## src/logic/ciem_pkg.sv

```systemverilog
// Constants and types for the CAN interrupt enable mask block.
// Assumes a 32-bit AXI4-Lite register bus with byte addresses.
package ciem_pkg;

    // ------------------------------------------------------------
    // Register map
    // ------------------------------------------------------------
    localparam int ADDR_W = 8;
    localparam logic [7:0] OFS_MASK = 8'h54;
    localparam logic [7:0] OFS_SEL = 8'h58;
    localparam logic [7:0] OFS_LINE_EN = 8'h5C;
    localparam logic [7:0] OFS_PENDING = 8'h60;

    // ------------------------------------------------------------
    // Reset values and writable fields
    // ------------------------------------------------------------
    localparam logic [31:0] MASK_RST = 32'h00000000;
    localparam logic [31:0] SEL_RST = 32'h00000000;
    localparam logic [31:0] LINE_EN_RST = 32'h00000000;
    localparam logic [31:0] SRC_BITS = 32'h3FFFFFFF;
    localparam logic [31:0] LINE_EN_BITS = 32'h00000003;
    localparam int LINE_A_BIT = 0;
    localparam int LINE_B_BIT = 1;
    localparam int NUM_SRC = 30;

    // ------------------------------------------------------------
    // Bus response codes
    // ------------------------------------------------------------
    localparam logic [1:0] RESP_OKAY = 2'h0;
    localparam logic [1:0] RESP_SLVERR = 2'h2;

    // Status flags from the controller's flag register, bit 29 first
    typedef struct packed {
        logic reserved_addr_access;
        logic data_phase_proto_err;
        logic arbitration_proto_err;
        logic msg_ram_watchdog;
        logic bus_off;
        logic error_warning;
        logic error_passive;
        logic error_log_overflow;
        logic uncorrected_bit_err;
        logic corrected_bit_err;
        logic dedicated_rx_stored;
        logic timeout;
        logic msg_ram_fail;
        logic timestamp_wrap;
        logic tx_event_lost;
        logic tx_event_full;
        logic tx_event_watermark;
        logic tx_event_new;
        logic tx_queue_empty;
        logic tx_cancel_done;
        logic tx_complete;
        logic high_prio_msg;
        logic rx_queue1_lost;
        logic rx_queue1_full;
        logic rx_queue1_watermark;
        logic rx_queue1_new;
        logic rx_queue0_lost;
        logic rx_queue0_full;
        logic rx_queue0_watermark;
        logic rx_queue0_new;
    } ciem_flags_t;

endpackage

```

## src/logic/ciem_top.sv

```systemverilog
// Interrupt enable mask, line select and line enable registers.
// Assumes status flags arrive synchronous to clk_sys as levels.
//
// The AXI4-Lite interface to the registers was left to the implementer.
`timescale 1ns/1ps

// What this block does
// - A flag reaches an interrupt output only while its enable bit is set.
// - Enable bits: 0 disabled, 1 enabled; all reset to 0.
// - Bit 29 gates the reserved address access interrupt.
// - Bit 28 gates data phase, bit 27 arbitration phase protocol errors.
// - Bit 26 gates the message RAM watchdog interrupt.
// - Bits 25, 24, 23 gate bus off, error warning, error passive.
// - Bit 22 gates the error log counter overflow interrupt.
// - Bit 21 gates uncorrected, bit 20 corrected memory bit errors.
// - Bit 19 gates message stored to a dedicated Rx buffer.
// - Bit 18 gates the timeout elapsed interrupt.
// - Bit 17 gates the message RAM access failure interrupt.
// - Bit 16 gates the timestamp counter wrap interrupt.
// - Bit 15 gates Tx event queue lost, bit 14 its full.
// - Bit 13 gates Tx event queue watermark, bit 12 its new entry.
// - Bit 11 gates the transmit queue empty interrupt.
// - Bit 10 gates cancellation finished, bit 9 transmission complete.
// - Bit 8 gates the high priority message received interrupt.
// - Bits 7 to 4: Rx queue 1 lost, full, watermark, new.
// - Bits 3 to 0: Rx queue 0 lost, full, watermark, new.
// - A per-flag select bit steers it: 0 to line A, 1 to B.
// - A line asserts only while its own line enable bit is set.
module ciem_top #(
    parameter int ADDR_W = ciem_pkg::ADDR_W
) (
    // Clock and reset
    input wire logic clk_sys,
    input wire logic rst_n,
    // AXI4-Lite write address and data
    input wire logic [ADDR_W-1:0] s_axi_awaddr,
    input wire logic [2:0] s_axi_awprot,
    input wire logic s_axi_awvalid,
    output logic s_axi_awready,
    input wire logic [31:0] s_axi_wdata,
    input wire logic [3:0] s_axi_wstrb,
    input wire logic s_axi_wvalid,
    output logic s_axi_wready,
    // AXI4-Lite write response
    output logic [1:0] s_axi_bresp,
    output logic s_axi_bvalid,
    input wire logic s_axi_bready,
    // AXI4-Lite read
    input wire logic [ADDR_W-1:0] s_axi_araddr,
    input wire logic [2:0] s_axi_arprot,
    input wire logic s_axi_arvalid,
    output logic s_axi_arready,
    output logic [31:0] s_axi_rdata,
    output logic [1:0] s_axi_rresp,
    output logic s_axi_rvalid,
    input wire logic s_axi_rready,
    // Status flags from the interrupt flag register
    input wire ciem_pkg::ciem_flags_t flags,
    // Module interrupt lines
    output logic irq_line_a,
    output logic irq_line_b
);

    // ------------------------------------------------------------
    // Helpers
    // ------------------------------------------------------------
    // Byte strobes widened to a bit mask
    function automatic logic [31:0] strobe_bits(input logic [3:0] strb);
        logic [31:0] m;
        m = 32'h00000000;
        for (int i = 0; i < 4; i++) begin
            m[i*8 +: 8] = {8{strb[i]}};
        end
        return m;
    endfunction

    // Word offset of an address, low two bits dropped
    function automatic logic [7:0] word_ofs(input logic [ADDR_W-1:0] a);
        logic [7:0] o;
        o = 8'(a);
        o[1:0] = 2'h0;
        return o;
    endfunction

    // True for any mapped register
    function automatic logic is_mapped(input logic [7:0] o);
        return (o == ciem_pkg::OFS_MASK) || (o == ciem_pkg::OFS_SEL) ||
            (o == ciem_pkg::OFS_LINE_EN) || (o == ciem_pkg::OFS_PENDING);
    endfunction

    // ------------------------------------------------------------
    // Register state
    // ------------------------------------------------------------
    logic [31:0] mask;
    logic [31:0] sel;
    logic [31:0] line_en;
    logic [31:0] src;
    logic [31:0] pending;
    logic aw_got;
    logic w_got;
    logic [7:0] aw_ofs;
    logic [31:0] w_data;
    logic [3:0] w_strb;
    logic do_write;
    logic [31:0] wbits;
    logic [31:0] next_rdata;

    // Flag fields placed on their enable bit positions
    assign src[31] = 1'b0;
    assign src[30] = 1'b0;
    assign src[29] = flags.reserved_addr_access;
    assign src[28] = flags.data_phase_proto_err;
    assign src[27] = flags.arbitration_proto_err;
    assign src[26] = flags.msg_ram_watchdog;
    assign src[25] = flags.bus_off;
    assign src[24] = flags.error_warning;
    assign src[23] = flags.error_passive;
    assign src[22] = flags.error_log_overflow;
    assign src[21] = flags.uncorrected_bit_err;
    assign src[20] = flags.corrected_bit_err;
    assign src[19] = flags.dedicated_rx_stored;
    assign src[18] = flags.timeout;
    assign src[17] = flags.msg_ram_fail;
    assign src[16] = flags.timestamp_wrap;
    assign src[15] = flags.tx_event_lost;
    assign src[14] = flags.tx_event_full;
    assign src[13] = flags.tx_event_watermark;
    assign src[12] = flags.tx_event_new;
    assign src[11] = flags.tx_queue_empty;
    assign src[10] = flags.tx_cancel_done;
    assign src[9] = flags.tx_complete;
    assign src[8] = flags.high_prio_msg;
    assign src[7] = flags.rx_queue1_lost;
    assign src[6] = flags.rx_queue1_full;
    assign src[5] = flags.rx_queue1_watermark;
    assign src[4] = flags.rx_queue1_new;
    assign src[3] = flags.rx_queue0_lost;
    assign src[2] = flags.rx_queue0_full;
    assign src[1] = flags.rx_queue0_watermark;
    assign src[0] = flags.rx_queue0_new;

    // Masked flags; disabled flags still change but go nowhere
    assign pending = src & mask;

    // ------------------------------------------------------------
    // Write channel
    // ------------------------------------------------------------
    // Each half held until both are in and the write is done
    // A second write waits for the response, so one at a time
    assign do_write = aw_got && w_got && !s_axi_bvalid;
    assign wbits = strobe_bits(w_strb);

    // Address capture; ready drops while a write is in flight
    always_ff @(posedge clk_sys or negedge rst_n) begin
        if (!rst_n) begin
            s_axi_awready <= 1'b0;
            aw_got <= 1'b0;
            aw_ofs <= 8'h00;
        end else if (s_axi_awvalid && s_axi_awready) begin
            s_axi_awready <= 1'b0;
            aw_got <= 1'b1;
            aw_ofs <= word_ofs(s_axi_awaddr);
        end else if (do_write) begin
            aw_got <= 1'b0;
        end else if (!aw_got && !s_axi_bvalid) begin
            s_axi_awready <= 1'b1;
        end
    end

    // Data capture, independent of the address
    always_ff @(posedge clk_sys or negedge rst_n) begin
        if (!rst_n) begin
            s_axi_wready <= 1'b0;
            w_got <= 1'b0;
            w_data <= 32'h00000000;
            w_strb <= 4'h0;
        end else if (s_axi_wvalid && s_axi_wready) begin
            s_axi_wready <= 1'b0;
            w_got <= 1'b1;
            w_data <= s_axi_wdata;
            w_strb <= s_axi_wstrb;
        end else if (do_write) begin
            w_got <= 1'b0;
        end else if (!w_got && !s_axi_bvalid) begin
            s_axi_wready <= 1'b1;
        end
    end

    // Response; unmapped or read-only targets answer SLVERR
    always_ff @(posedge clk_sys or negedge rst_n) begin
        if (!rst_n) begin
            s_axi_bvalid <= 1'b0;
            s_axi_bresp <= ciem_pkg::RESP_OKAY;
        end else if (do_write) begin
            s_axi_bvalid <= 1'b1;
            if (is_mapped(aw_ofs) && aw_ofs != ciem_pkg::OFS_PENDING) begin
                s_axi_bresp <= ciem_pkg::RESP_OKAY;
            end else begin
                s_axi_bresp <= ciem_pkg::RESP_SLVERR;
            end
        end else if (s_axi_bready) begin
            s_axi_bvalid <= 1'b0;
        end
    end

    // Enable mask; reserved top bits never store
    always_ff @(posedge clk_sys or negedge rst_n) begin
        if (!rst_n) begin
            mask <= ciem_pkg::MASK_RST;
        end else if (do_write && aw_ofs == ciem_pkg::OFS_MASK) begin
            mask <= ((mask & ~wbits) | (w_data & wbits))
                & ciem_pkg::SRC_BITS;
        end
    end

    // Line select, same layout as the mask
    always_ff @(posedge clk_sys or negedge rst_n) begin
        if (!rst_n) begin
            sel <= ciem_pkg::SEL_RST;
        end else if (do_write && aw_ofs == ciem_pkg::OFS_SEL) begin
            sel <= ((sel & ~wbits) | (w_data & wbits))
                & ciem_pkg::SRC_BITS;
        end
    end

    // Per-line enables in the two low bits
    always_ff @(posedge clk_sys or negedge rst_n) begin
        if (!rst_n) begin
            line_en <= ciem_pkg::LINE_EN_RST;
        end else if (do_write && aw_ofs == ciem_pkg::OFS_LINE_EN) begin
            line_en <= ((line_en & ~wbits) | (w_data & wbits))
                & ciem_pkg::LINE_EN_BITS;
        end
    end

    // ------------------------------------------------------------
    // Read channel
    // ------------------------------------------------------------
    // Read mux; pending shows live masked flags
    always_comb begin
        next_rdata = 32'h00000000;
        case (word_ofs(s_axi_araddr))
            ciem_pkg::OFS_MASK: next_rdata = mask;
            ciem_pkg::OFS_SEL: next_rdata = sel;
            ciem_pkg::OFS_LINE_EN: next_rdata = line_en;
            ciem_pkg::OFS_PENDING: next_rdata = pending;
            default: next_rdata = 32'h00000000;
        endcase
    end

    // One read at a time, data one cycle after the address
    // Unmapped reads answer zero data with an error code
    always_ff @(posedge clk_sys or negedge rst_n) begin
        if (!rst_n) begin
            s_axi_arready <= 1'b0;
            s_axi_rvalid <= 1'b0;
            s_axi_rdata <= 32'h00000000;
            s_axi_rresp <= ciem_pkg::RESP_OKAY;
        end else if (s_axi_arvalid && s_axi_arready) begin
            s_axi_arready <= 1'b0;
            s_axi_rvalid <= 1'b1;
            s_axi_rdata <= next_rdata;
            if (is_mapped(word_ofs(s_axi_araddr))) begin
                s_axi_rresp <= ciem_pkg::RESP_OKAY;
            end else begin
                s_axi_rresp <= ciem_pkg::RESP_SLVERR;
            end
        end else if (s_axi_rvalid && s_axi_rready) begin
            s_axi_rvalid <= 1'b0;
        end else if (!s_axi_rvalid) begin
            s_axi_arready <= 1'b1;
        end
    end

    // ------------------------------------------------------------
    // Interrupt lines
    // ------------------------------------------------------------
    // Registered so outputs are glitch free; costs one clock
    // Gating after the flop would save the clock but could glitch
    always_ff @(posedge clk_sys or negedge rst_n) begin
        if (!rst_n) begin
            irq_line_a <= 1'b0;
            irq_line_b <= 1'b0;
        end else begin
            irq_line_a <= (|(pending & ~sel))
                && line_en[ciem_pkg::LINE_A_BIT];
            irq_line_b <= (|(pending & sel))
                && line_en[ciem_pkg::LINE_B_BIT];
        end
    end

    // ------------------------------------------------------------
    // Checks
    // ------------------------------------------------------------
    // Line checks look one clock ahead, matching the output flops
    a_reset_clear: assert property (@(posedge clk_sys)
        rst_n && !$past(rst_n) |-> mask == ciem_pkg::MASK_RST && !irq_line_a)
        else $error("mask not clear after reset");

    a_reserved_zero: assert property (@(posedge clk_sys)
        disable iff (!rst_n) mask[31:30] == 2'h0 && sel[31:30] == 2'h0)
        else $error("reserved mask bits set");

    a_no_enable_quiet: assert property (@(posedge clk_sys)
        disable iff (!rst_n) (src & mask) == 32'h00000000 |=>
        !irq_line_a && !irq_line_b)
        else $error("interrupt without enabled flag");

    a_line_gate_b: assert property (@(posedge clk_sys)
        disable iff (!rst_n) !line_en[1] ##1 !line_en[1] |->
        !irq_line_b)
        else $error("line b asserted while disabled");

    a_line_gate_a: assert property (@(posedge clk_sys)
        disable iff (!rst_n) !line_en[0] |=>
        !irq_line_a)
        else $error("line a asserted while disabled");

    a_steer_to_a: assert property (@(posedge clk_sys)
        disable iff (!rst_n) (src & mask & sel) == 32'h00000000 |=>
        !irq_line_b)
        else $error("line b raised by flag steered to a");

    a_steer_to_b: assert property (@(posedge clk_sys)
        disable iff (!rst_n) (src & mask & ~sel) == 32'h00000000 |=>
        !irq_line_a)
        else $error("line a raised by flag steered to b");

    a_mask_write: assert property (@(posedge clk_sys)
        disable iff (!rst_n) do_write && aw_ofs == ciem_pkg::OFS_MASK &&
        w_strb == 4'hF |=> mask == ($past(w_data) & ciem_pkg::SRC_BITS))
        else $error("mask write not stored");

    a_mask_hold: assert property (@(posedge clk_sys)
        disable iff (!rst_n) !(do_write && aw_ofs == ciem_pkg::OFS_MASK)
        |=> $stable(mask))
        else $error("mask changed without a mask write");

    a_ro_refused: assert property (@(posedge clk_sys)
        disable iff (!rst_n) do_write && aw_ofs == ciem_pkg::OFS_PENDING
        |=> s_axi_bresp == ciem_pkg::RESP_SLVERR)
        else $error("write to pending view not refused");

    a_enable_raises: assert property (@(posedge clk_sys)
        disable iff (!rst_n) $rose(|(src & mask & ~sel)) && $stable(src) &&
        line_en[0] |=> irq_line_a)
        else $error("enabling a set flag did not raise line a");

    a_enable_drops: assert property (@(posedge clk_sys)
        disable iff (!rst_n) $fell(|(src & mask & ~sel)) && $stable(src)
        |=> !irq_line_a)
        else $error("disabling a set flag did not withdraw line a");

    a_read_answer: assert property (@(posedge clk_sys)
        disable iff (!rst_n) s_axi_arvalid && s_axi_arready |=>
        s_axi_rvalid && !s_axi_arready)
        else $error("read not answered next cycle");

    a_bvalid_hold: assert property (@(posedge clk_sys)
        disable iff (!rst_n) s_axi_bvalid && !s_axi_bready |=>
        s_axi_bvalid && $stable(s_axi_bresp))
        else $error("write response dropped early");

    // Each source bit raises line a when enabled, steered to line a (select 0) and on
    for (genvar i = 0; i < ciem_pkg::NUM_SRC; i++) begin : g_src
        a_bit_gate: assert property (@(posedge clk_sys)
            disable iff (!rst_n) src[i] && mask[i] && !sel[i] &&
            line_en[0] |=> irq_line_a)
            else $error("enabled source did not reach line a");
    end

endmodule

```

## config.mk

```make
export PLATFORM = sky130hd
export DESIGN_NAME = ciem_top
export DESIGN_NICKNAME = d
export VERILOG_FILES = /design/src/logic/ciem_pkg.sv /design/src/logic/ciem_top.sv
export SDC_FILE = /design/constraint.sdc
export NUM_CORES = 1
export LEC_CHECK = 0
export CORE_ASPECT_RATIO = 0.7
export CORE_MARGIN = 3
export CORE_UTILIZATION = 58
export CTS_BUF_LIST = sky130_fd_sc_hd__clkbuf_8
export DETAILED_ROUTE_END_ITERATION = 6
export DONT_BUFFER_PORTS = 1
export GPL_TIMING_DRIVEN = 1
export PLACE_DENSITY = 0.74
export SLEW_MARGIN = 20
export SYNTH_ARGS = -nofsm -noshare
export SYNTH_HDL_FRONTEND = slang
export SYNTH_SLANG_ARGS = --single-unit
```

## constraint.sdc

```tcl
create_clock -name clk_sys -period 2.3 [get_ports clk_sys]
set_input_delay 0.345 -clock clk_sys [delete_from_list [all_inputs] [get_ports clk_sys]]
set_output_delay 0.345 -clock clk_sys [all_outputs]
set_load 0.02 [all_outputs]
```

==> out/qor.log <==
[status] status complete, but fails checks
[status] violations in the final reports hold timing
[yosys] part of the Yosys area used for sequential elements 56.5%
[grt] wire length of the first global-routing pass 24.9 mm
[setup_path] CP Cell Sequence nand4bb_1 -> nor4b_4 -> buf_4 -> nand2_2 -> mux2_2
[finish] commonest cells after routing, fill and taps aside sky130_fd_sc_hd__dfrtp_1 (143), sky130_fd_sc_hd__mux2_2 (105), sky130_fd_sc_hd__nand2_1 (54)
[clock_tree] Post-CTS Setup Inserts 0
[clock_tree] Clock H-tree levels 4
[floorplan] die height 93.4 um
[grt] total global routing overflow 0
[place] routability-driven placement congestion ratio 0.862
[yosys] cell area after synthesis 0.00633 mm^2
[routing] 1st-pass router iterations 5
[yosys] main flop type after synthesis sky130_fd_sc_hd__dfrtp_1
[floorplan] placeable core region 0.0105 mm^2
[clock_tree] Num CTS Buffers 17
[finish] post-route cell area 0.00695 mm^2
[clock_tree] worst-skew pair later-pin latency 0.45 ns
[setup_path] Max stage delay on crit path 0.38 ns
[finish] final net count 644
[clock_tree] CTS tree yes
[setup_path] Crit path depth 5
[timing] transition at the pin with the smallest max-transition slack 0.621 ns
[setup_path] Buf/Inv on CP 1
[setup_path] required time of the critical path 2.64 ns
[place] DP Worst Slack 0.444 ns
[routing] Via density 6.50
[routing] routed wirelength normalized by instance count 23.3 um
[yosys] post-synthesis cell count 530
[floorplan] Std-Cell Rows 31
[timing] relative slew slack 58.5%
[setup_path] gate family responsible for the most delay along the worst path simple AND/OR/NAND/NOR gates
[yosys] cell type with the highest aggregate area in the netlist sky130_fd_sc_hd__dfrtp_1
[yosys] per-instance average area after synthesis 11.9 um^2
[yosys] Synth cell types 33
[power] PwrDens 1060 mW/mm^2
[timing] final setup margin 0.399 ns
[power] overall power 7.40 mW
[grt] initial antenna violation count 0
[finish] number of antenna cells inserted 0
[yosys] Post-synth EDFFs 0
[timing] Final Hold Slack -0.412 ns
[power] leakage 3.14 nW
[floorplan] Ports 138
[clock_tree] clock edge transition at the registers on the reported setup and hold paths 0.07 ns
[setup_path] CP Capture Type flip-flop
[yosys] area share of the largest cell type after synthesis 56.5%
[place] DP Wirelength 11.4 mm
[clock_tree] maximum root-to-sink buffer count 2
[floorplan] effective utilization at floorplan 60.5%
[routing] WL final 16.2 mm
[timing] total count of hold-check failures in the final report 143
[place] area of placed instances 0.00654 mm^2
[timing] fmax 526 MHz
[routing] Post-DRT Antenna Nets 0
[yosys] leading cell types by total area after synthesis sky130_fd_sc_hd__dfrtp_1 (57%), sky130_fd_sc_hd__mux2_2 (19%), sky130_fd_sc_hd__a22oi_1 (3.3%)
[setup_path] critical path type flip-flop to flip-flop
[timing] setup TNS 0 ns
[setup_path] Critical Path Slowest Stage Cell sky130_fd_sc_hd__dfrtp_1
[yosys] YS warnings 0
[power] Max VDD drop 0.000783 V
[place] number of input and output port buffers inserted 0
[timing] worst clock skew 0.0107 ns
[routing] initial DRC count 370
[timing] Max Transition Viols Final 0
[clock_tree] number of sinks handled by clock tree synthesis 143
[grt] largest net degree at the start of global routing 144
[run] max-capacitance violation count 0
[timing] final worst path period need 1.90 ns
[setup_path] maximum fanout count along the critical path 8
[setup_path] type of origin of the critical path flip-flop
[grt] All-Layer GR Usage 27.6%
[min_path] path type of the worst min-delay path primary input to async pin
[grt] number of global-route vias before repair 4535
[yosys] Synth async-reset ratio 100%
[setup_path] number of cells traversed by the worst register-to-register path 5
[clock_tree] clock root buffer sky130_fd_sc_hd__clkbuf_8
[finish] synthesis-to-layout area growth 9.82%
[timing] Tcrit/Tclk final 82.7%
[yosys] synthesized flop and latch total 143
[timing] setup violators final 0
[finish] most common cell after layout, fill and taps aside sky130_fd_sc_hd__dfrtp_1
[routing] post-detailed-route DRC marker count 0
[clock_tree] post-cts hold buffer count 2
[finish] fraction of final layout cells sized beyond drive strength 1 28.8%
[floorplan] full die area 0.0122 mm^2
[routing] vias 4513
[setup_path] data arrival at the endpoint of the critical path 2.24 ns
[timing] unrepaired setup endpoints after global routing false
[floorplan] Die W 131 um
-- synth_stat cells, drive strengths merged, types with 3 or more instances --
library cell / instances
o2111ai: 5
nand3b: 10
o22ai: 9
nor2: 6
nand4: 10
nand3: 32
and3: 12
o21a: 3
and2: 3
clkbuf: 14
o21ai: 42
a22oi: 28
dfrtp: 143
nor3b: 3
buf: 9
inv: 5
a21oi: 19
nor4: 6
nand2: 57
mux2: 105
-- metal layers --
layer | wire length, um | global-route usage [%]
met1 | 6690 | 36.1
met2 | 7370 | 40.7
met3 | 1750 | 11.2
met4 | 361 | 12.0
met5 | 0 | 0
-- path summary, 6_finish.rpt --
| kind | from | endpoint | slack [ns] |
|---|---|---|---|
| max reg2reg | aw_ofs[5] | flip-flop | 0.40 |
| min in group clk_sys | s_axi_wdata[12] | w_data[12] | 0.03 |
| min | rst_n | async pin | -0.41 |
| max in group asynchronous | rst_n | async pin | 2.50 |
| min reg2reg | aw_ofs[7] | aw_ofs[7] | 0.51 |
| max | aw_ofs[5] | flip-flop | 0.40 |
-- per-stage QoR --
step,hold slack (ns),utilization (%),instances
after CTS,-0.440,66.4,694
after global routing,-0.439,66.4,694
final,-0.412,66.4,694
after detailed placement,0.0553,62.4,660
after global placement,0.0542,62.4,660
after floorplan,0.0494,-,533
-- power breakdown --
part / total (mW) / switching (mW) / internal [mW]
Combinational: 1.39 / 0.578 / 0.808
Clock: 1.97 / 0.951 / 1.02
Sequential: 4.04 / 0.781 / 3.26
-- worst register-to-register path, cell delays in order, from the launching register on --
cell,delay [ns]
sky130_fd_sc_hd__dfrtp_1,0.38
sky130_fd_sc_hd__nand4bb_1,0.34
sky130_fd_sc_hd__nor4b_4,0.37
sky130_fd_sc_hd__buf_4,0.22
sky130_fd_sc_hd__nand2_2,0.17
sky130_fd_sc_hd__mux2_2,0.32
-- what timing repair did --
| item | in CTS | in global routing |
|---|---|---|
| resized for setup | 0 | 0 |
| setup endpoints to repair | 0 | 0 |
| hold endpoints to repair | 145 | 143 |
-- logic make-up after synthesis --
group / share of synthesized area [%]
AND/OR/NAND/NOR: 12.3
multiplexers: 18.7
other: 0.0592
flip-flops: 56.5
buffers and inverters: 2.00
AO/OA/AOI/OAI: 10.5
-- area by class of cell --
type | instances | area, um^2
Inverter | 5 | 18.8
Multi-Input combinational cell | 362 | 2640
Timing Repair Buffer | 20 | 155
Clock inverter | 9 | 81.3
Clock buffer | 23 | 317
Tap cell | 132 | 165
Fill cell | 800 | 3520
Sequential cell | 143 | 3580
Note: power is estimated with default switching activity, not from simulation.
